<file path="src/i2cu_pkg.sv">
// Register map, field layout, timing and state types of the two-wire bus unit
package i2cu_pkg;

  // System clock and register bus address width (word index)
  localparam int CLK_HZ = 100_000_000;
  localparam int ADDR_W = 16;

  // Register indices; the byte address on the bus is four times the index
  localparam logic [15:0] REG_ROLE = 16'hf6c0;
  localparam logic [15:0] REG_MRX = 16'hf6c2;
  localparam logic [15:0] REG_MADDR = 16'hf6c4;
  localparam logic [15:0] REG_MTX = 16'hf6c6;
  localparam logic [15:0] REG_MCTRL = 16'hf6c8;
  localparam logic [15:0] REG_MMODE = 16'hf6ca;
  localparam logic [15:0] REG_MSTA = 16'hf6cc;
  localparam logic [15:0] REG_SRX = 16'hf6ce;
  localparam logic [15:0] REG_SOWN = 16'hf6d0;
  localparam logic [15:0] REG_STX = 16'hf6d2;
  localparam logic [15:0] REG_SCTRL = 16'hf6d4;
  localparam logic [15:0] REG_SMODE = 16'hf6d6;
  localparam logic [15:0] REG_SSTA = 16'hf6d8;

  // Reset value and writable bits of the master mode register
  localparam logic [15:0] MODE_RESET = 16'h0200;
  localparam logic [15:0] MODE_WMASK = 16'h073f;

  // Field positions
  localparam int ROLE_BIT = 0;
  localparam int ADDR_DIR = 0;
  localparam int CTL_START = 0;
  localparam int CTL_STOP = 1;
  localparam int CTL_RESTART = 2;
  localparam int CTL_ACK = 7;
  localparam int MODE_EN = 0;
  localparam int MODE_RATE_LO = 1;
  localparam int MODE_SLOW_LO = 3;
  localparam int MODE_SYNC = 5;
  localparam int MODE_CLK_LO = 8;
  localparam int STA_BUSY = 0;
  localparam int STA_ACK = 1;
  localparam int STA_ERR = 2;
  localparam int SCTL_RELEASE = 5;
  localparam int SCTL_ACK = 7;
  localparam int SMODE_EN = 0;

  // Bus rates and the quarter-bit length in system clocks, rounded up
  localparam int RATE_STD_BPS = 100_000;
  localparam int RATE_FAST_BPS = 400_000;
  localparam int RATE_1M_BPS = 1_000_000;
  localparam int QW = 12;
  localparam logic [QW-1:0] QUARTER_STD = QW'((CLK_HZ + 4 * RATE_STD_BPS - 1) / (4 * RATE_STD_BPS));
  localparam logic [QW-1:0] QUARTER_FAST = QW'((CLK_HZ + 4 * RATE_FAST_BPS - 1) / (4 * RATE_FAST_BPS));
  localparam logic [QW-1:0] QUARTER_1M = QW'((CLK_HZ + 4 * RATE_1M_BPS - 1) / (4 * RATE_1M_BPS));
  localparam logic [1:0] RATE_STD = 2'b00;
  localparam logic [1:0] RATE_FAST = 2'b01;
  localparam logic [QW-1:0] SLOW_PER_STEP = 12'h00a;

  // Bit counts within one byte on the wire
  localparam logic [3:0] LAST_DATA_IDX = 4'h7;
  localparam logic [3:0] ACK_BIT_IDX = 4'h8;
  localparam logic [3:0] SLAVE_RISES = 4'h9;

  // Quarter phases of one bit: two with the clock low, two with it released
  localparam logic [1:0] PH_LOW0 = 2'h0;
  localparam logic [1:0] PH_HIGH0 = 2'h2;
  localparam logic [1:0] PH_HIGH1 = 2'h3;

  typedef enum logic [2:0] {
    ST_IDLE = 3'b000,
    ST_START = 3'b001,
    ST_XFER = 3'b010,
    ST_WAIT = 3'b011,
    ST_RESTART = 3'b100,
    ST_STOP = 3'b101
  } i2cu_state_t;

endpackage : i2cu_pkg

</file>
<file path="src/i2cu_unit.sv">
// Two-wire bus unit: master engine, slave clock stretch, register file
//
// How it works
// - One role at a time; select bit 0 master (reset), 1 slave.
// - Master offers 100 kbps, 400 kbps and 1 Mbps bus rates.
// - Master uses 7-bit addresses; slave decodes no address; neither offers 10-bit addressing.
// - Master syncs to the bus clock; slave stretches clock in wait.
// - Master receive byte is read-only, updated after each full byte.
// - Data sampled at the end of the first clock-high quarter of every bit, so sent bits are captured too.
// - Target address in bits 7-1, bit 0 direction: 0 send, 1 receive.
// - Start bit 1 begins start plus address; 0 aborts at once.
// - After acknowledge master waits; start bit 1 resumes next byte.
// - Start bit accepts a 1 only while master enable is set.
// - Stop request makes a stop, clears start bit, reads as 0.
// - Restart request repeats start from address, only if start set.
// - Master drives control bit 7 as acknowledge after received bytes.
// - Master mode register resets to 0x0200 with its listed fields.
// - Enable allows start and busy flag; clearing it resets the master data registers.
// - Word registers take word access at even addresses only.
// - Rate field 00 standard, 01 fast, 11 one megabit.
// - Clock field picks high or low speed clock and its divider.
// - Slow-down 0 to 30 percent, forced off on low-speed clock.
// - Busy flag sets on start, clears on stop, write 1 clears.
module i2cu_unit import i2cu_pkg::*; (
  // Clock and reset
  input wire logic clk,
  input wire logic srst,
  // Avalon-MM register slave, word index addressing
  input wire logic [ADDR_W-1:0] avs_address,
  input wire logic avs_read,
  input wire logic avs_write,
  input wire logic [31:0] avs_writedata,
  input wire logic [3:0] avs_byteenable,
  output logic [31:0] avs_readdata,
  output logic avs_waitrequest,
  // Low-speed clock enable from the clock generator
  input wire logic low_speed_tick,
  // Serial clock pin, open drain
  input wire logic serial_clock_pin_in,
  output logic serial_clock_pin_out,
  output logic serial_clock_pin_oe,
  // Serial data pin, open drain
  input wire logic serial_data_pin_in,
  output logic serial_data_pin_out,
  output logic serial_data_pin_oe
);

  typedef struct packed {
    logic role;
    logic [7:0] mrx, maddr, mtx;
    logic ack_val, start;
    logic [15:0] mode;
    logic busy, ackr, err;
    logic [7:0] srx, sown, stx;
    logic sact;
    logic [7:0] smode, ssta;
    logic wreq;
    logic [31:0] rdata;
    i2cu_state_t state;
    logic [3:0] bitn;
    logic [1:0] phase;
    logic [7:0] shift, sh_in;
    logic is_addr, scl_oe, sda_oe;
    logic sda_s1, sda_s2, scl_s1, scl_s2, sda_d, scl_d;
    logic [3:0] s_cnt;
    logic s_act, s_stretch;
    logic [7:0] s_sh;
  } i2cu_core_t;

  i2cu_core_t q, n;
  logic qtick, run, clear, en, sync_on, tx_phase, drive_bit, hold;
  logic start_seen, stop_seen, scl_rise, scl_fall;
  logic acc, lo, hi;
  logic [7:0] wd;
  logic [15:0] rd16;

  // Bit timing runs only while a bus phase is in progress
  i2cu_bit_timer u_timer (
    .clk(clk),
    .srst(srst),
    .clk_sel(q.mode[MODE_CLK_LO +: 3]),
    .rate_sel(q.mode[MODE_RATE_LO +: 2]),
    .slow_sel(q.mode[MODE_SLOW_LO +: 2]),
    .low_speed_tick(low_speed_tick),
    .run(run),
    .clear(clear),
    .quarter_tick(qtick)
  );

  // Next state of the whole unit
  always_comb begin
    n = q;
    en = q.mode[MODE_EN];
    sync_on = q.mode[MODE_SYNC];
    wd = avs_writedata[7:0];

    // Pin synchronisers, then edge and condition detection on stage two
    n.sda_s1 = serial_data_pin_in;
    n.sda_s2 = q.sda_s1;
    n.sda_d = q.sda_s2;
    n.scl_s1 = serial_clock_pin_in;
    n.scl_s2 = q.scl_s1;
    n.scl_d = q.scl_s2;
    start_seen = q.scl_s2 && q.scl_d && q.sda_d && !q.sda_s2;
    stop_seen = q.scl_s2 && q.scl_d && !q.sda_d && q.sda_s2;
    scl_rise = q.scl_s2 && !q.scl_d;
    scl_fall = !q.scl_s2 && q.scl_d;

    // Register bus: one wait cycle, then a one-cycle answer
    acc = (avs_read || avs_write) && !q.wreq;
    lo = avs_write && acc && avs_byteenable[0];
    hi = avs_write && acc && avs_byteenable[1];
    n.wreq = !((avs_read || avs_write) && q.wreq);
    case (avs_address)
      REG_ROLE: rd16 = {15'h0000, q.role};
      REG_MRX: rd16 = {8'h00, q.mrx};
      REG_MADDR: rd16 = {8'h00, q.maddr};
      REG_MTX: rd16 = {8'h00, q.mtx};
      REG_MCTRL: rd16 = {8'h00, q.ack_val, 6'h00, q.start};
      REG_MMODE: rd16 = q.mode;
      REG_MSTA: rd16 = {13'h0000, q.err, q.ackr, q.busy};
      REG_SRX: rd16 = {8'h00, q.srx};
      REG_SOWN: rd16 = {8'h00, q.sown};
      REG_STX: rd16 = {8'h00, q.stx};
      REG_SCTRL: rd16 = {8'h00, q.sact, 7'h00};
      REG_SMODE: rd16 = {8'h00, q.smode};
      REG_SSTA: rd16 = {8'h00, q.ssta};
      default: rd16 = 16'h0000;
    endcase
    n.rdata = {16'h0000, rd16};

    // Status flags clear on a written 1; later hardware sets win
    if (lo && avs_address == REG_MSTA) begin
      if (wd[STA_BUSY]) begin
        n.busy = 1'b0;
      end
      if (wd[STA_ACK]) begin
        n.ackr = 1'b0;
      end
      if (wd[STA_ERR]) begin
        n.err = 1'b0;
      end
    end

    // Master line drive, one quarter phase at a time
    tx_phase = q.is_addr || !q.maddr[ADDR_DIR];
    if (q.bitn < ACK_BIT_IDX) begin
      drive_bit = tx_phase && !q.shift[7];
    end else begin
      drive_bit = !tx_phase && !q.ack_val;
    end
    hold = sync_on && q.phase[1] && !q.scl_s2 && q.state != ST_IDLE
      && q.state != ST_WAIT;
    run = !hold;
    clear = q.state == ST_IDLE || q.state == ST_WAIT;
    case (q.state)
      ST_START: begin
        n.scl_oe = 1'b0;
        n.sda_oe = q.phase[1];
      end
      ST_XFER: begin
        n.scl_oe = !q.phase[1];
        if (q.phase != PH_LOW0) begin
          n.sda_oe = drive_bit; // Data moves only while the clock is low
        end
      end
      ST_WAIT: begin
        n.scl_oe = 1'b1;
      end
      ST_RESTART: begin
        n.scl_oe = !q.phase[1];
        if (q.phase != PH_LOW0) begin
          n.sda_oe = 1'b0;
        end
      end
      ST_STOP: begin
        n.scl_oe = !q.phase[1];
        if (q.phase != PH_LOW0) begin
          n.sda_oe = q.phase != PH_HIGH1;
        end
      end
      default: begin
        n.scl_oe = 1'b0;
        n.sda_oe = 1'b0;
      end
    endcase

    // Master sequencing on quarter ticks
    if (qtick && q.state != ST_IDLE && q.state != ST_WAIT) begin
      n.phase = q.phase + 2'h1;
      case (q.state)
        ST_START: begin
          if (q.phase == PH_HIGH1) begin
            n.state = ST_XFER;
            n.bitn = 4'h0;
            n.is_addr = 1'b1;
            n.shift = q.maddr;
          end
        end
        ST_XFER: begin
          if (q.phase == PH_HIGH0) begin
            if (q.bitn < ACK_BIT_IDX) begin
              n.sh_in = {q.sh_in[6:0], q.sda_s2};
              if (q.bitn == LAST_DATA_IDX) begin
                n.mrx = {q.sh_in[6:0], q.sda_s2};
              end
              if (tx_phase && q.shift[7] && !q.sda_s2) begin
                n.err = 1'b1;
              end
            end else begin
              n.ackr = q.sda_s2;
            end
          end
          if (q.phase == PH_HIGH1) begin
            if (q.bitn == ACK_BIT_IDX) begin
              n.state = ST_WAIT;
              n.bitn = 4'h0;
            end else begin
              n.bitn = q.bitn + 4'h1;
              n.shift = {q.shift[6:0], 1'b0};
            end
          end
        end
        ST_RESTART: begin
          if (q.phase == PH_HIGH1) begin
            n.state = ST_START;
          end
        end
        ST_STOP: begin
          if (q.phase == PH_HIGH1) begin
            n.state = ST_IDLE;
          end
        end
        default: begin
          n.state = ST_IDLE;
        end
      endcase
    end

    // Bus busy follows conditions seen on the wire while enabled
    if (en) begin
      if (start_seen) begin
        n.busy = 1'b1;
      end else if (stop_seen) begin
        n.busy = 1'b0;
      end
    end else begin
      n.busy = 1'b0;
    end

    // Plain register writes
    if (lo) begin
      case (avs_address)
        REG_ROLE: n.role = wd[ROLE_BIT];
        REG_MADDR: n.maddr = wd;
        REG_MTX: n.mtx = wd;
        REG_MMODE: n.mode[7:0] = wd & MODE_WMASK[7:0];
        REG_SOWN: n.sown = wd;
        REG_STX: n.stx = wd;
        REG_SCTRL: n.sact = wd[SCTL_ACK];
        REG_SMODE: n.smode = wd;
        REG_SSTA: n.ssta = wd;
        default: n.role = n.role;
      endcase
    end
    if (hi && avs_address == REG_MMODE) begin
      n.mode[15:8] = avs_writedata[15:8] & MODE_WMASK[15:8];
    end

    // Master control: stop beats restart beats start beats abort
    if (lo && avs_address == REG_MCTRL) begin
      n.ack_val = wd[CTL_ACK];
      if (wd[CTL_STOP]) begin
        n.start = 1'b0;
        if (q.state != ST_IDLE) begin
          n.state = ST_STOP;
          n.phase = PH_LOW0;
        end
      end else if (wd[CTL_RESTART]) begin
        if (q.start) begin
          n.state = ST_RESTART;
          n.phase = PH_LOW0;
        end
      end else if (wd[CTL_START]) begin
        if (en) begin
          n.start = 1'b1;
          n.phase = PH_LOW0;
          if (q.state == ST_IDLE) begin
            n.state = ST_START;
          end else if (q.state == ST_WAIT) begin
            n.state = ST_XFER;
            n.bitn = 4'h0;
            n.is_addr = 1'b0;
            n.shift = q.mtx;
          end
        end
      end else begin
        n.start = 1'b0;
        n.state = ST_IDLE;
      end
    end

    // Disable halts the master and wipes its data registers
    if (q.mode[MODE_EN] && !n.mode[MODE_EN]) begin
      n.mrx = 8'h00;
      n.maddr = 8'h00;
      n.mtx = 8'h00;
      n.ack_val = 1'b0;
      n.start = 1'b0;
    end
    if (!n.mode[MODE_EN] || n.role) begin
      n.state = ST_IDLE;
      n.scl_oe = 1'b0;
      n.sda_oe = 1'b0;
    end

    // Slave: count clock rises per byte, stretch after the ninth
    if (q.role && q.smode[SMODE_EN]) begin
      if (start_seen) begin
        n.s_act = 1'b1;
        n.s_cnt = 4'h0;
      end else if (stop_seen) begin
        n.s_act = 1'b0;
      end else if (q.s_act && scl_rise) begin
        n.s_cnt = q.s_cnt + 4'h1;
        n.s_sh = {q.s_sh[6:0], q.sda_s2};
        if (q.s_cnt == LAST_DATA_IDX) begin
          n.srx = {q.s_sh[6:0], q.sda_s2};
        end
      end else if (q.s_act && scl_fall && q.s_cnt == SLAVE_RISES) begin
        n.s_stretch = 1'b1;
        n.s_cnt = 4'h0;
      end
      if (lo && avs_address == REG_SCTRL && wd[SCTL_RELEASE]) begin
        n.s_stretch = 1'b0;
      end
    end else begin
      n.s_act = 1'b0;
      n.s_stretch = 1'b0;
    end
    if (!n.smode[SMODE_EN]) begin
      n.ssta = 8'h00;
    end
    if (n.role) begin
      n.scl_oe = n.s_stretch;
    end
  end

  // State register
  always_ff @(posedge clk) begin
    if (srst) begin
      q <= '0;
      q.mode <= MODE_RESET;
      q.wreq <= 1'b1;
      q.state <= ST_IDLE;
      // Synchronisers start at the idle line level, so no false edge follows reset
      q.sda_s1 <= 1'b1;
      q.sda_s2 <= 1'b1;
      q.sda_d <= 1'b1;
      q.scl_s1 <= 1'b1;
      q.scl_s2 <= 1'b1;
      q.scl_d <= 1'b1;
    end else begin
      q <= n;
    end
  end

  // Outputs straight from the state register, pin levels tied to 0; lines only ever pull low
  assign avs_readdata = q.rdata;
  assign avs_waitrequest = q.wreq;
  assign serial_clock_pin_oe = q.scl_oe;
  assign serial_data_pin_oe = q.sda_oe;
  assign serial_clock_pin_out = 1'b0;
  assign serial_data_pin_out = 1'b0;

endmodule : i2cu_unit

</file>
<file path="src/i2cu_bit_timer.sv">
// Quarter-bit tick generator for the master: clock select, rate and slow-down
module i2cu_bit_timer import i2cu_pkg::*; (
  // Clock and reset
  input wire logic clk,
  input wire logic srst,
  // Settings from the mode register
  input wire logic [2:0] clk_sel,
  input wire logic [1:0] rate_sel,
  input wire logic [1:0] slow_sel,
  // Low-speed clock enable, one pulse per low-speed period, same domain
  input wire logic low_speed_tick,
  // Control from the bit engine
  input wire logic run,
  input wire logic clear,
  // One-cycle pulse at the end of each quarter bit
  output logic quarter_tick
);

  typedef struct packed {
    logic [2:0] pre;
    logic [QW-1:0] cnt;
    logic tick;
  } i2cu_tmr_t;

  i2cu_tmr_t q, n;
  logic src, op;
  logic [2:0] mask;
  logic [1:0] slow;
  logic [QW-1:0] base, prod, qlen;

  // The shortest quarter must leave room for the pin synchronisers
  if (QUARTER_1M < 12'h002) begin : g_chk
    $error("System clock too slow for the fastest bus rate");
  end

  // Operating clock prescale, rate base and slow-down
  always_comb begin
    n = q;
    n.tick = 1'b0;
    src = clk_sel[2] ? low_speed_tick : 1'b1;
    case (clk_sel)
      3'b000, 3'b100: mask = 3'h0;
      3'b001, 3'b101: mask = 3'h1;
      3'b111: mask = 3'h7;
      default: mask = 3'h3;
    endcase
    op = src && ((q.pre & mask) == mask);
    case (rate_sel)
      RATE_STD: base = QUARTER_STD;
      RATE_FAST: base = QUARTER_FAST;
      default: base = QUARTER_1M;
    endcase
    slow = clk_sel[2] ? 2'b00 : slow_sel;
    prod = base * {{(QW - 2){1'b0}}, slow};
    qlen = base + prod / SLOW_PER_STEP;
    if (clear) begin
      n.pre = 3'h0;
      n.cnt = '0;
    end else if (run) begin
      if (src) begin
        n.pre = q.pre + 3'h1;
      end
      if (op) begin
        if (q.cnt >= qlen - 12'h001) begin
          n.cnt = '0;
          n.tick = 1'b1;
        end else begin
          n.cnt = q.cnt + 12'h001;
        end
      end
    end
  end

  // State register
  always_ff @(posedge clk) begin
    if (srst) begin
      q <= '0;
    end else begin
      q <= n;
    end
  end

  assign quarter_tick = q.tick;

endmodule : i2cu_bit_timer

</file>
<file path="config.mk">
export PLATFORM = sky130hd
export DESIGN_NAME = i2cu_unit
export DESIGN_NICKNAME = d
export VERILOG_FILES = /design/src/i2cu_pkg.sv /design/src/i2cu_unit.sv /design/src/i2cu_bit_timer.sv
export SDC_FILE = /design/constraint.sdc
export NUM_CORES = 1
export LEC_CHECK = 0
export BUFFER_PORTS_ARGS = -buffer_cell sky130_fd_sc_hd__buf_2
export CORE_AREA = 2 2 145 147
export DETAILED_ROUTE_END_ITERATION = 7
export DIE_AREA = 0 0 147 149
export PLACE_DENSITY = 0.7
export SLEW_MARGIN = 0
export SYNTH_ARGS = -nofsm -noshare
export SYNTH_HDL_FRONTEND = slang
export SYNTH_SLANG_ARGS = --single-unit
</file>
<file path="constraint.sdc">
create_clock -name clk -period 12.4 [get_ports clk]
set_input_delay 0 -clock clk [delete_from_list [all_inputs] [get_ports clk]]
set_output_delay 0 -clock clk [all_outputs]
set_load 0.03 [all_outputs]
</file>
==> Word level (Yosys, flattened, before mapping) <==
Cells that the tools add are included.
{ "word_totals": {"reg_bits": 177, "latchBits": 0, "mem_bits_rw": 0, "romBits": 0, "inputBits": 59, "output_inout_bits": 37, "elab_cells": 287, "memories": 0} }
{ "classes": {"n_addsub": 7, "n_mul": 1, "div": 1, "magnitude_cmp": 2, "eq_ne": 38, "n_shift": 0, "muxes": 100, "n_bitwise": 9, "n_reduce_logical": 86} }
{ "op_table": {"columns": ["op", "n"], "rows": [
  ["16-bit == test (second input constant)", 13],
  ["11-bit case mux with 13 select lines", 1],
  ["8-bit two-way mux", 12],
  ["7-bit two-way mux", 7],
  ["1-bit two-way mux", 38],
  ["17-bit two-way mux", 2],
  ["1-bit logical AND", 33],
  ["8-bit case mux with 2 select lines", 2],
  ["3-bit two-way mux", 10],
  ["4-bit two-way mux", 7],
  ["9-bit two-way mux", 3],
  ["26-bit two-way mux", 1],
  ["2-bit AND reduction", 11],
  ["2-bit two-way mux", 9],
  ["2-bit OR reduction", 8],
  ["3-bit == test (second input constant)", 5],
  ["14-bit two-way mux", 1],
  ["12-bit by 1-bit adder with 12-bit output (second input constant)", 1],
  ["8-bit by 12-bit adder with 12-bit output", 1],
  ["12-bit by 4-bit divider with 12-bit output (second input constant)", 1],
  ["12-bit >= comparator", 1],
  ["1-bit logical NOT", 12],
  ["12-bit two-way mux", 1],
  ["2-bit != test (second input constant)", 6],
  ["other kinds (33)", 58]
]} }

==> Depth between registers and ports, before layout <==
Gate-level depths: netlist (run 1).
{ "depth": {"depth_word": 14, "ltp_mapped": 38} }

==> Cells and area by module <==
A second synthesis (run 1) with hierarchy kept.
{ "hier_totals": {"hier_cells": 1074, "hier_area_um2": 8849.7} }
{ "modules_own_cells": {"columns": ["module", "n_inst", "cells_each", "area_each_um2", "seq_area_each_um2"], "rows": [
  ["i2cu_unit", 1, 757, 6512.5, 2762.6],
  ["i2cu_bit_timer", 1, 317, 2337.2, 320.3]
]} }

==> Least setup slack after synthesis (run 1) <==
OpenSTA, ideal clock, no wires.
{ "synth_path": {"path_type": "register to register", "start": "register q[135] in the netlist's numbering", "end": "register u_timer.q[1] in the netlist's numbering", "setup_ns": 0.066, "arrival_ns": 6.528, "required_ns": 12.334, "setup_slack_ns": 5.806, "path_stages_with_launch": 34, "path_cell_list": "dfxtp_1 -> buf_2 -> inv_1 -> nand2_1 -> inv_1 -> ha_1 -> o211a_1 -> a2bb2oi_1 -> a2111o_1 -> nand2_2 -> o21ai_1 -> a211o_1 -> a221o_1 -> o221a_1 -> buf_4 -> xnor2_1 -> a311o_1 -> a221o_1 -> ha_1 -> inv_1 -> ha_1 -> inv_1 -> fa_1 -> ha_1 -> a21o_1 -> a21o_1 -> a21o_1 -> a21o_1 -> a21o_1 -> a21oi_1 -> o21ai_0 -> a21o_1 -> clkbuf_1 -> nor2_1"} }
{ "synth_via": {"elab_chain_len": 7, "word_cells_on_any_way": 20, "classes_between": "2 x add/sub; 1 x mul; 1 x div; 1 x order compare; 5 x eq/ne; 4 x mux; 1 x bitwise; 5 x reduce/logical"} }
{ "synth_rtl": {"columns": ["item", "line", "text"], "rows": [
  ["start: declaration", "i2cu_unit.sv:70", "i2cu_core_t q, n;"],
  ["start signal: assignment", "i2cu_unit.sv:364", "q <= n;"],
  ["2-bit two-way mux, or another cell as far along", "i2cu_bit_timer.sv:53", "slow = clk_sel[2] ? 2'b00 : slow_sel;"],
  ["8-bit by 2-bit multiplier with 10-bit output / 2-bit OR reduction (equally long branches)", "i2cu_bit_timer.sv:54, i2cu_bit_timer.sv:41", null],
  ["12-bit by 4-bit divider with 12-bit output / 3-bit case mux with 3 select lines (equally long branches)", "i2cu_bit_timer.sv:55, i2cu_bit_timer.sv:41", null],
  ["8-bit by 12-bit adder with 12-bit output / 3-bit bitwise AND (equally long branches)", "i2cu_bit_timer.sv:55, i2cu_bit_timer.sv:47", null],
  ["12-bit by 1-bit subtractor with 12-bit output / 3-bit == test (equally long branches)", "i2cu_bit_timer.sv:64, i2cu_bit_timer.sv:47", null],
  ["12-bit >= comparator / 1-bit logical AND (equally long branches)", "i2cu_bit_timer.sv:64, i2cu_bit_timer.sv:47", null],
  ["12-bit two-way mux / 2-bit AND reduction (equally long branches)", null, null],
  ["end signal: assignment", "i2cu_bit_timer.sv:79", "q <= n;"],
  ["end: declaration", "i2cu_bit_timer.sv:25", "i2cu_tmr_t q, n;"]
]} }
Parallel ways exist; a longest one is shown, timed or not.
A chain may end at the register's enable or synchronous reset.

==> Worst setup path after layout (run 1) <==
{ "layout_path": {"start": "register q[129] in the netlist's numbering", "end": "register u_timer.q[7] in the netlist's numbering"} }
{ "layout_via": {"elab_chain_len": 7} }
{ "layout_rtl": {"columns": ["item", "line", "text"], "rows": [
  ["2-bit two-way mux", "i2cu_bit_timer.sv:53", null],
  ["8-bit by 2-bit multiplier with 10-bit output", "i2cu_bit_timer.sv:54", "prod = base * {{(QW - 2){1'b0}}, slow};"],
  ["12-bit by 4-bit divider with 12-bit output", "i2cu_bit_timer.sv:55", "qlen = base + prod / SLOW_PER_STEP;"],
  ["8-bit by 12-bit adder with 12-bit output", "i2cu_bit_timer.sv:55", null],
  ["12-bit by 1-bit subtractor with 12-bit output", "i2cu_bit_timer.sv:64", "if (q.cnt >= qlen - 12'h001) begin"],
  ["12-bit >= comparator", "i2cu_bit_timer.sv:64", null],
  ["12-bit two-way mux", "i2cu_bit_timer.sv:64", null]
]} }
Every way passes these cells.

==> results of run 1 <==
## routing by layer
metal / up-vias / wire length, um
li1: 3982 / -
met5: - / 0
met1: 3888 / 10400
met2: 280 / 11320
met4: 0 / 511
met3: 43 / 1593
## cells in the mapped netlist, types with 7 or more instances
cell / n
a211oi_1: 8
a21o_1: 14
a21oi_1: 70
a221oi_1: 18
a22oi_1: 10
a31oi_1: 12
a32oi_1: 7
and2_1: 9
buf_2: 7
buf_4: 39
clkbuf_1: 47
dfxtp_1: 154
ha_1: 37
inv_1: 35
mux2_2: 7
mux2i_1: 75
nand2_1: 106
nand2b_1: 12
nand3_1: 54
nand3b_1: 7
nand4_1: 11
nor2_1: 135
nor2b_1: 12
nor3_1: 43
o211ai_1: 9
o21ai_0: 33
o22ai_1: 12
or2_2: 8
xnor2_1: 13
xor2_1: 17
## metrics by stage
step | setup WS (ns) | total power [mW] | area (sq um) | instances | utilization (%)
2_1_floorplan | 5.806 | 0.5374 | 9149 | 1135 | -
5_1_grt | 4.000 | 1.084 | 10030 | 1420 | 48.79
3_3_place_gp | 4.768 | 0.5449 | 9308 | 1374 | 45.28
6_report | 4.577 | 1.057 | 10030 | 1420 | 48.79
3_5_place_dp | 4.634 | 0.5451 | 9308 | 1374 | 45.28
4_1_cts | 4.610 | 1.062 | 10030 | 1420 | 48.79
## cell families after synthesis
group           Yosys count
buf+inv                 132
fa+ha+maj                40
other cells               1
flops                   154
compound gates          245
simple gates            428
xor+xnor                 30
mux                      83
## worst max-delay path, delay by kind of cell (launching register included)
kind,cells,cell delay (ns)
buffers and inverters,2,0.12
AOI/OAI and AO/OA,15,3.41
DFF,1,0.72
adders and majority gates,5,1.48
xor gates and xnor gates,1,0.17
and+or+nand+nor,5,1.84
## worst paths after layout
| path | to | slack (ns) | cells after the start |
|---|---|---|---|
| max | u_timer.q[7]$_SDFFE_PP0P_ | 4.58 | 28 |
| min | q[134]$_SDFFE_PP1P_ | 0.02 | 4 |
| max reg2reg | u_timer.q[7]$_SDFFE_PP0P_ | 4.58 | 28 |
| min reg2reg | n[15]$_SDFF_PP1_ | 0.41 | 1 |
## power breakdown
part           switching (mW)  internal (mW)  total, mW
logic                  0.0310         0.0108     0.0417
registers             0.00102          0.495      0.497
clock network           0.226          0.293      0.518
total                   0.258          0.799       1.06
## sequential cells by signal, indices dropped and copies added (netlist names)
| register | cells |
|---|---|
| avs_readdata | 11 |
| serial_clock_pin_oe | 1 |
| en | 1 |
| q | 119 |
| u_timer.q | 15 |
| avs_waitrequest | 1 |
| n | 4 |
| u_timer.quarter_tick | 1 |
| serial_data_pin_oe | 1 |
## final cells by class
type / instances / area (sq um) / area share (%)
multi-input cells: 849 / 5418 / 54.01
flip-flops and latches: 154 / 3083 / 30.73
repair buffers: 74 / 467.9 / 4.665
clock buffers: 20 / 456.7 / 4.553
well taps: 275 / 344.1 / 3.430
inverters: 36 / 135.1 / 1.347
clock inverters: 12 / 126.4 / 1.260
==> out/metrics.csv, run 1 <==
metric,value,unit
worst_hold_path_type,in -> reg,
holdBufCountCts,14,
layout_common_cells,"154 x dfxtp_1, 135 x nor2_1, 106 x nand2_1",
max_clock_freq,0.1278,GHz
cp-start-kind,register,
crit_path_top_delay_cell,dfxtp_1,
track_usage,21.69,%
ys_ff_latch,154,
drc,0,
endpoint_kind,register,
gr-usage-met1,29.40,%
synth_top_family_by_area,simple AND/OR/NAND/NOR gates,
crit_start,q[129]$_SDFFE_PP0P_,
post_drt_wl_per_cell,16.78,um
setup_viol,0,
route.vias.total,8193,
tns,0,ns
p_per_area,105.3,nW/um^2
whs,0.02442,ns
clk_latency,0.43,ns
reg2reg_from,q[129]$_SDFFE_PP0P_,
fill_cells,1974,
cts_sinks,154,
synth_mux_area_share,9.398,%
vias_per_cell,5.770,
synth_top_area_cell,dfxtp_1,
drive_gt1_share,10.83,%
synth_xor_area_share,2.898,%
cts_resized,0,
fp.dieW,147,um
dpl.hpwl,16750,um
cp.arrival,8.18,ns
postSynthAreaPerCell,8.146,sq um
synth_fa_ha_area_share,5.562,%
fp.dieArea,21900,sq um
grt-busiest-layer,met2,
worstPathMaxFanout,19,
grt_max_degree,58,
final-hold-violation-count,0,
slowest_delay,0.72,ns
ios,96,
fin_crit_sh,63.09,%
yosysSeqAreaShare,34.00,%
htreeDepth,4,
yosysUniqueCellTypes,82,
worstSetupPathType,reg -> reg,
hp-start,avs_byteenable[1],
drv_slew,0,
maxSlewHeadroom,12.88,%
clk_pin_slew,0.06,ns
clockRootBuffer,clkbuf_16,
max_slew.worst_pin.slew,1.297,ns
place_congestion,0.8789,
rsz0062_at_grt,false,
syn_inst,1113,
core.rowCount,53,
overflow,0,
grt_pass1_vias,7471,
drt_iter0_markers,739,
yosys.area_share.simple,22.38,%
antenna_found_initial,0,
cts_tree,done,
synth_compound_area_share,18.45,%
leakage,3.841,nW
synth_top_area_share,34.00,%
syn_area,9066,sq um
cp_common_cell,a21o_1,
grt_first_pass_wirelength,38340,um
period_needed,7.823,ns
final_common_cell,dfxtp_1,
required,12.76,ns
port_buffers,49,
nets,1229,
initial_core_util,44.10,%
met3_usage,3.394,%
async_flop_share,0,%
vdd.ir_drop.worst,0.0001207,V
synth_area_leaders,"dfxtp_1 34%, mux2i_1 8.3%, nor2_1 5.6%, ha_1 5.1%, nand2_1 4.4%",
antennaDiodeCount,0,
die_h,149,um
synth-main-ff-cell,dfxtp_1,
numCtsBuffers,17,
maxCapViolations,0,
status,"finished, final reports clean",
synth-edff-count,0,
syn_to_final_growth,10.64,%
cts_setup_buffers,0,
grt_use_met2,35.42,%
finClkSkew,0.01324,ns
drtAntennaViolNets,0,
synth_warnings,0,
drt-total-wl,23830,um
cts_buffer_depth,2,
dr.pass1.iters,5,
core,20560,sq um
Power figures use the tool's default switching activity.
==> inputs of run 2 (changes only) <==
--- a/config.mk
+++ b/config.mk
@@ -5,11 +5,12 @@
 export SDC_FILE = /design/constraint.sdc
 export NUM_CORES = 1
 export LEC_CHECK = 0
+export ABC_AREA = 1
 export BUFFER_PORTS_ARGS = -buffer_cell sky130_fd_sc_hd__buf_2
-export CORE_AREA = 2 2 145 147
+export CORE_AREA = 2 2 141 143
 export DETAILED_ROUTE_END_ITERATION = 7
-export DIE_AREA = 0 0 147 149
-export PLACE_DENSITY = 0.7
+export DIE_AREA = 0 0 143 145
+export PLACE_DENSITY = 0.73
 export SLEW_MARGIN = 0
 export SYNTH_ARGS = -nofsm -noshare
 export SYNTH_HDL_FRONTEND = slang
==> constraint.sdc (replaced) <==
create_clock -name clk -period 7.1 [get_ports clk]
set_input_delay 0 -clock clk [delete_from_list [all_inputs] [get_ports clk]]
set_output_delay 0 -clock clk [all_outputs]
set_load 0.03 [all_outputs]
==> run 2 against run 1 <==
Net effect: synthesized area decreased by 5.7%; register-to-register slack got worse by 3.9 ns; wire length decreased by 6.5%; via count decreased by 1.9%; clock power increased by 73%; global-route usage decreased by 0.082 points; sequential share of layout area increased by 1.1 points; first-iteration DRC count decreased by 25%; maximum frequency increased by 21%; critical path type unchanged; highest routed layer unchanged.
==> out/metrics.csv, run 2 <==
metric,value,unit,change
status,"finished, final reports clean",,unchanged
htreeDepth,4,,unchanged
fin_crit_sh,90.87,%,was 63.09%
final_common_cell,inv_1,,was dfxtp_1
grt_max_degree,58,,unchanged
yosysUniqueCellTypes,50,,was 82
vdd.ir_drop.worst,0.0001518,V,was 0.0001207 V
yosysSeqAreaShare,36.05,%,was 34.00%
required,7.45,ns,was 12.76 ns
synth_top_area_share,36.05,%,was 34.00%
syn_to_final_growth,13.27,%,was 10.64%
pwr-share-clk,48.8,%,was 49.1%
synth_warnings,0,,unchanged
maxSlewHeadroom,35.95,%,was 12.88%
place_ws,0.4679,ns,was 4.634 ns
p_switching,441.6,uW,was 257.6 uW
fp.dieW,143,um,was 147 um
postSynthAreaPerCell,7.150,sq um,was 8.146 sq um
grt_first_pass_wirelength,36050,um,"was 38,340 um"
ys_ff_latch,154,,unchanged
antennaDiodeCount,0,,unchanged
drt_iter0_markers,552,,was 739
worstPathMaxFanout,9,,was 19
combPwrFrac,4.1,%,was 4.0%
worst_hold_path_type,in -> reg,,unchanged
syn_inst,1196,,"was 1,113"
internal-power,1.395,mW,was 799.0 uW
antenna_found_initial,0,,unchanged
place_congestion,0.9169,,was 0.8789
synth_area_leaders,"dfxtp_1 36%, inv_1 7.5%, nand2_1 7.2%, a21oi_1 6.0%, o21ai_0 5.7%",,"was dfxtp_1 34%, mux2i_1 8.3%, nor2_1 5.6%, ha_1 5.1%, nand2_1 4.4%"
max_slew.worst_pin.slew,0.9365,ns,was 1.297 ns
synth_top_area_cell,dfxtp_1,,unchanged
grt_pass1_vias,7369,,"was 7,471"
regMostFlops,q,,unchanged
core,19210,sq um,"was 20,560 sq um"
endpoint_kind,register,,unchanged
fin_ws,0.6485,ns,was 4.577 ns
syn_area,8552,sq um,was 9066 sq um
drc,0,,unchanged
core.rowCount,51,,was 53
cts_sinks,154,,unchanged
cp.arrival,6.80,ns,was 8.18 ns
cts_tree,done,,unchanged
nets,1345,,"was 1,229"
layout_common_cells,"170 x inv_1, 164 x nand2_1, 153 x dfxtp_1",,"was 154 x dfxtp_1, 135 x nor2_1, 106 x nand2_1"
leakage,3.964,nW,was 3.841 nW
power,1.837,mW,was 1.057 mW
cts_buffer_depth,2,,unchanged
tns,0,ns,unchanged
fp.dieArea,20740,sq um,"was 21,900 sq um"
p_seq_share,47.2,%,was 47.0%
place_inst,1478,,"was 1,374"
placed_area,8932,sq um,was 9308 sq um
synth.most_common_cell,inv_1,,was dfxtp_1
overflow,0,,unchanged
rsz0062_at_grt,false,,unchanged
synth_common_cells,"170 x inv_1, 165 x nand2_1, 154 x dfxtp_1",,"was 154 x dfxtp_1, 135 x nor2_1, 106 x nand2_1"
whs,0.01912,ns,was 0.02442 ns
fill_cells,1853,,"was 1,974"
dr.pass1.iters,5,,unchanged
clk_latency,0.43,ns,about the same
cp_common_cell,nand2_1,,was a21o_1
initial_core_util,44.52,%,was 44.10%
largest_reg_flops,119,,unchanged
design_area,9687,sq um,"was 10,030 sq um"
final_util,50.43,%,was 48.79%
p_per_area,189.6,nW/um^2,was 105.3 nW/um^2
maxCapViolations,0,,unchanged
die_h,145,um,was 149 um
worstSetupPathType,reg -> reg,,unchanged
period_needed,6.451,ns,was 7.823 ns
route.vias.total,8039,,"was 8,193"
post_drt_wl_per_cell,14.60,um,was 16.78 um
finClkSkew,0.01436,ns,was 0.01324 ns
netSwitchingFraction,24.04,%,was 24.38%
final-hold-violation-count,0,,unchanged
synth-main-ff-cell,dfxtp_1,,unchanged
final_cells,1526,,"was 1,420"
track_usage,21.61,%,was 21.69%
dpl.hpwl,16020,um,"was 16,750 um"
clockRootBuffer,clkbuf_16,,unchanged
synth-edff-count,0,,unchanged
clk_pin_slew,0.06,ns,about the same
max_clock_freq,0.1550,GHz,was 0.1278 GHz
cp-start-kind,register,,unchanged
numCtsBuffers,17,,unchanged
drive_gt1_share,12.53,%,was 10.83%
ios,96,,unchanged
slowest_delay,0.45,ns,was 0.72 ns
drt-total-wl,22270,um,"was 23,830 um"
async_flop_share,0,%,unchanged
drtAntennaViolNets,0,,unchanged
setup_viol,0,,unchanged
drv_slew,0,,unchanged
vias_per_cell,5.268,,was 5.770
crit_path_top_delay_cell,dfxtp_1,,unchanged
port_buffers,49,,unchanged
## run 2: changes by cell type after synthesis, moves of 14 or more
cell      change
inv_1       +135
mux2i_1      -75
o21ai_0      +65
nand2_1      +59
a21oi_1      +32
nor2_1       -23
clkbuf_1     -17
nand2_2      +15
nor3_1       -14
## run 2: timing repair
action,4_1_cts,5_1_grt
setup buffers,0,2
gates resized for setup,0,5
hold buffers,14,0
endpoints found under the setup margin,0,10
hold endpoints to repair,39,0
## run 2: cell type report
class	count	area, sq um	share of cell area [%]
clock buffer	19	452.9	4.676
clock inverter	13	132.6	1.369
inverter	184	690.7	7.130
multi-input combinational	816	4519	46.65
sequential	154	3084	31.84
tap	265	331.6	3.423
timing repair buffer	75	475.5	4.908
## run 2: path summary, 6_finish.rpt
check	from	end	slack, ns	cells after the start
max reg2reg	q[135]$_SDFFE_PP0P_	u_timer.q[1]$_SDFFE_PP0P_	0.65	47
min	avs_writedata[1]	q[82]$_SDFFE_PP0P_	0.02	3
min reg2reg	n[16]$_SDFF_PP1_	n[14]$_SDFF_PP1_	0.42	1
max	q[135]$_SDFFE_PP0P_	u_timer.q[1]$_SDFFE_PP0P_	0.65	47
## run 2: kinds of logic (layout without fill, tap and decap cells)
family                   after synthesis  after routing  share of synthesized area [%]
adder cells (fa/ha/maj)               38             38                          5.647
buffers and inverters                248            291                          12.38
other                                  1             23                        0.04385
flip-flops                           154            154                          36.05
XOR/XNOR                              18             18                          1.931
AND/OR/NAND/NOR                      441            441                          23.72
AO/OA/AOI/OAI                        296            296                          20.23
## run 2: per-layer routing
| layer | global-route usage, % | part of all wire, % |
|---|---|---|
| met5 | 0 | 0 |
| met3 | 3.762 | 6.4 |
| met2 | 35.45 | 47 |
| met1 | 28.54 | 44 |
| met4 | 7.376 | 2.1 |
## run 2: worst max-delay path: cells and delay by family (launching register included)
| family | cells | cell delay (ns) |
|---|---|---|
| AOI/OAI and AO/OA | 9 | 1.44 |
| adders and majority gates | 5 | 1.50 |
| buffers and inverters | 5 | 0.33 |
| DFF | 1 | 0.45 |
| and+or+nand+nor | 28 | 2.64 |
## run 2: power by group through the flow
stage	Clock [mW]	Combinational, mW	Sequential [mW]
2_1_floorplan	0	0.0504	0.887
3_3_place_gp	0	0.0669	0.886
3_5_place_dp	0	0.0671	0.886
4_1_cts	0.905	0.0736	0.867
5_1_grt	0.948	0.0809	0.866
6_report	0.896	0.0746	0.867
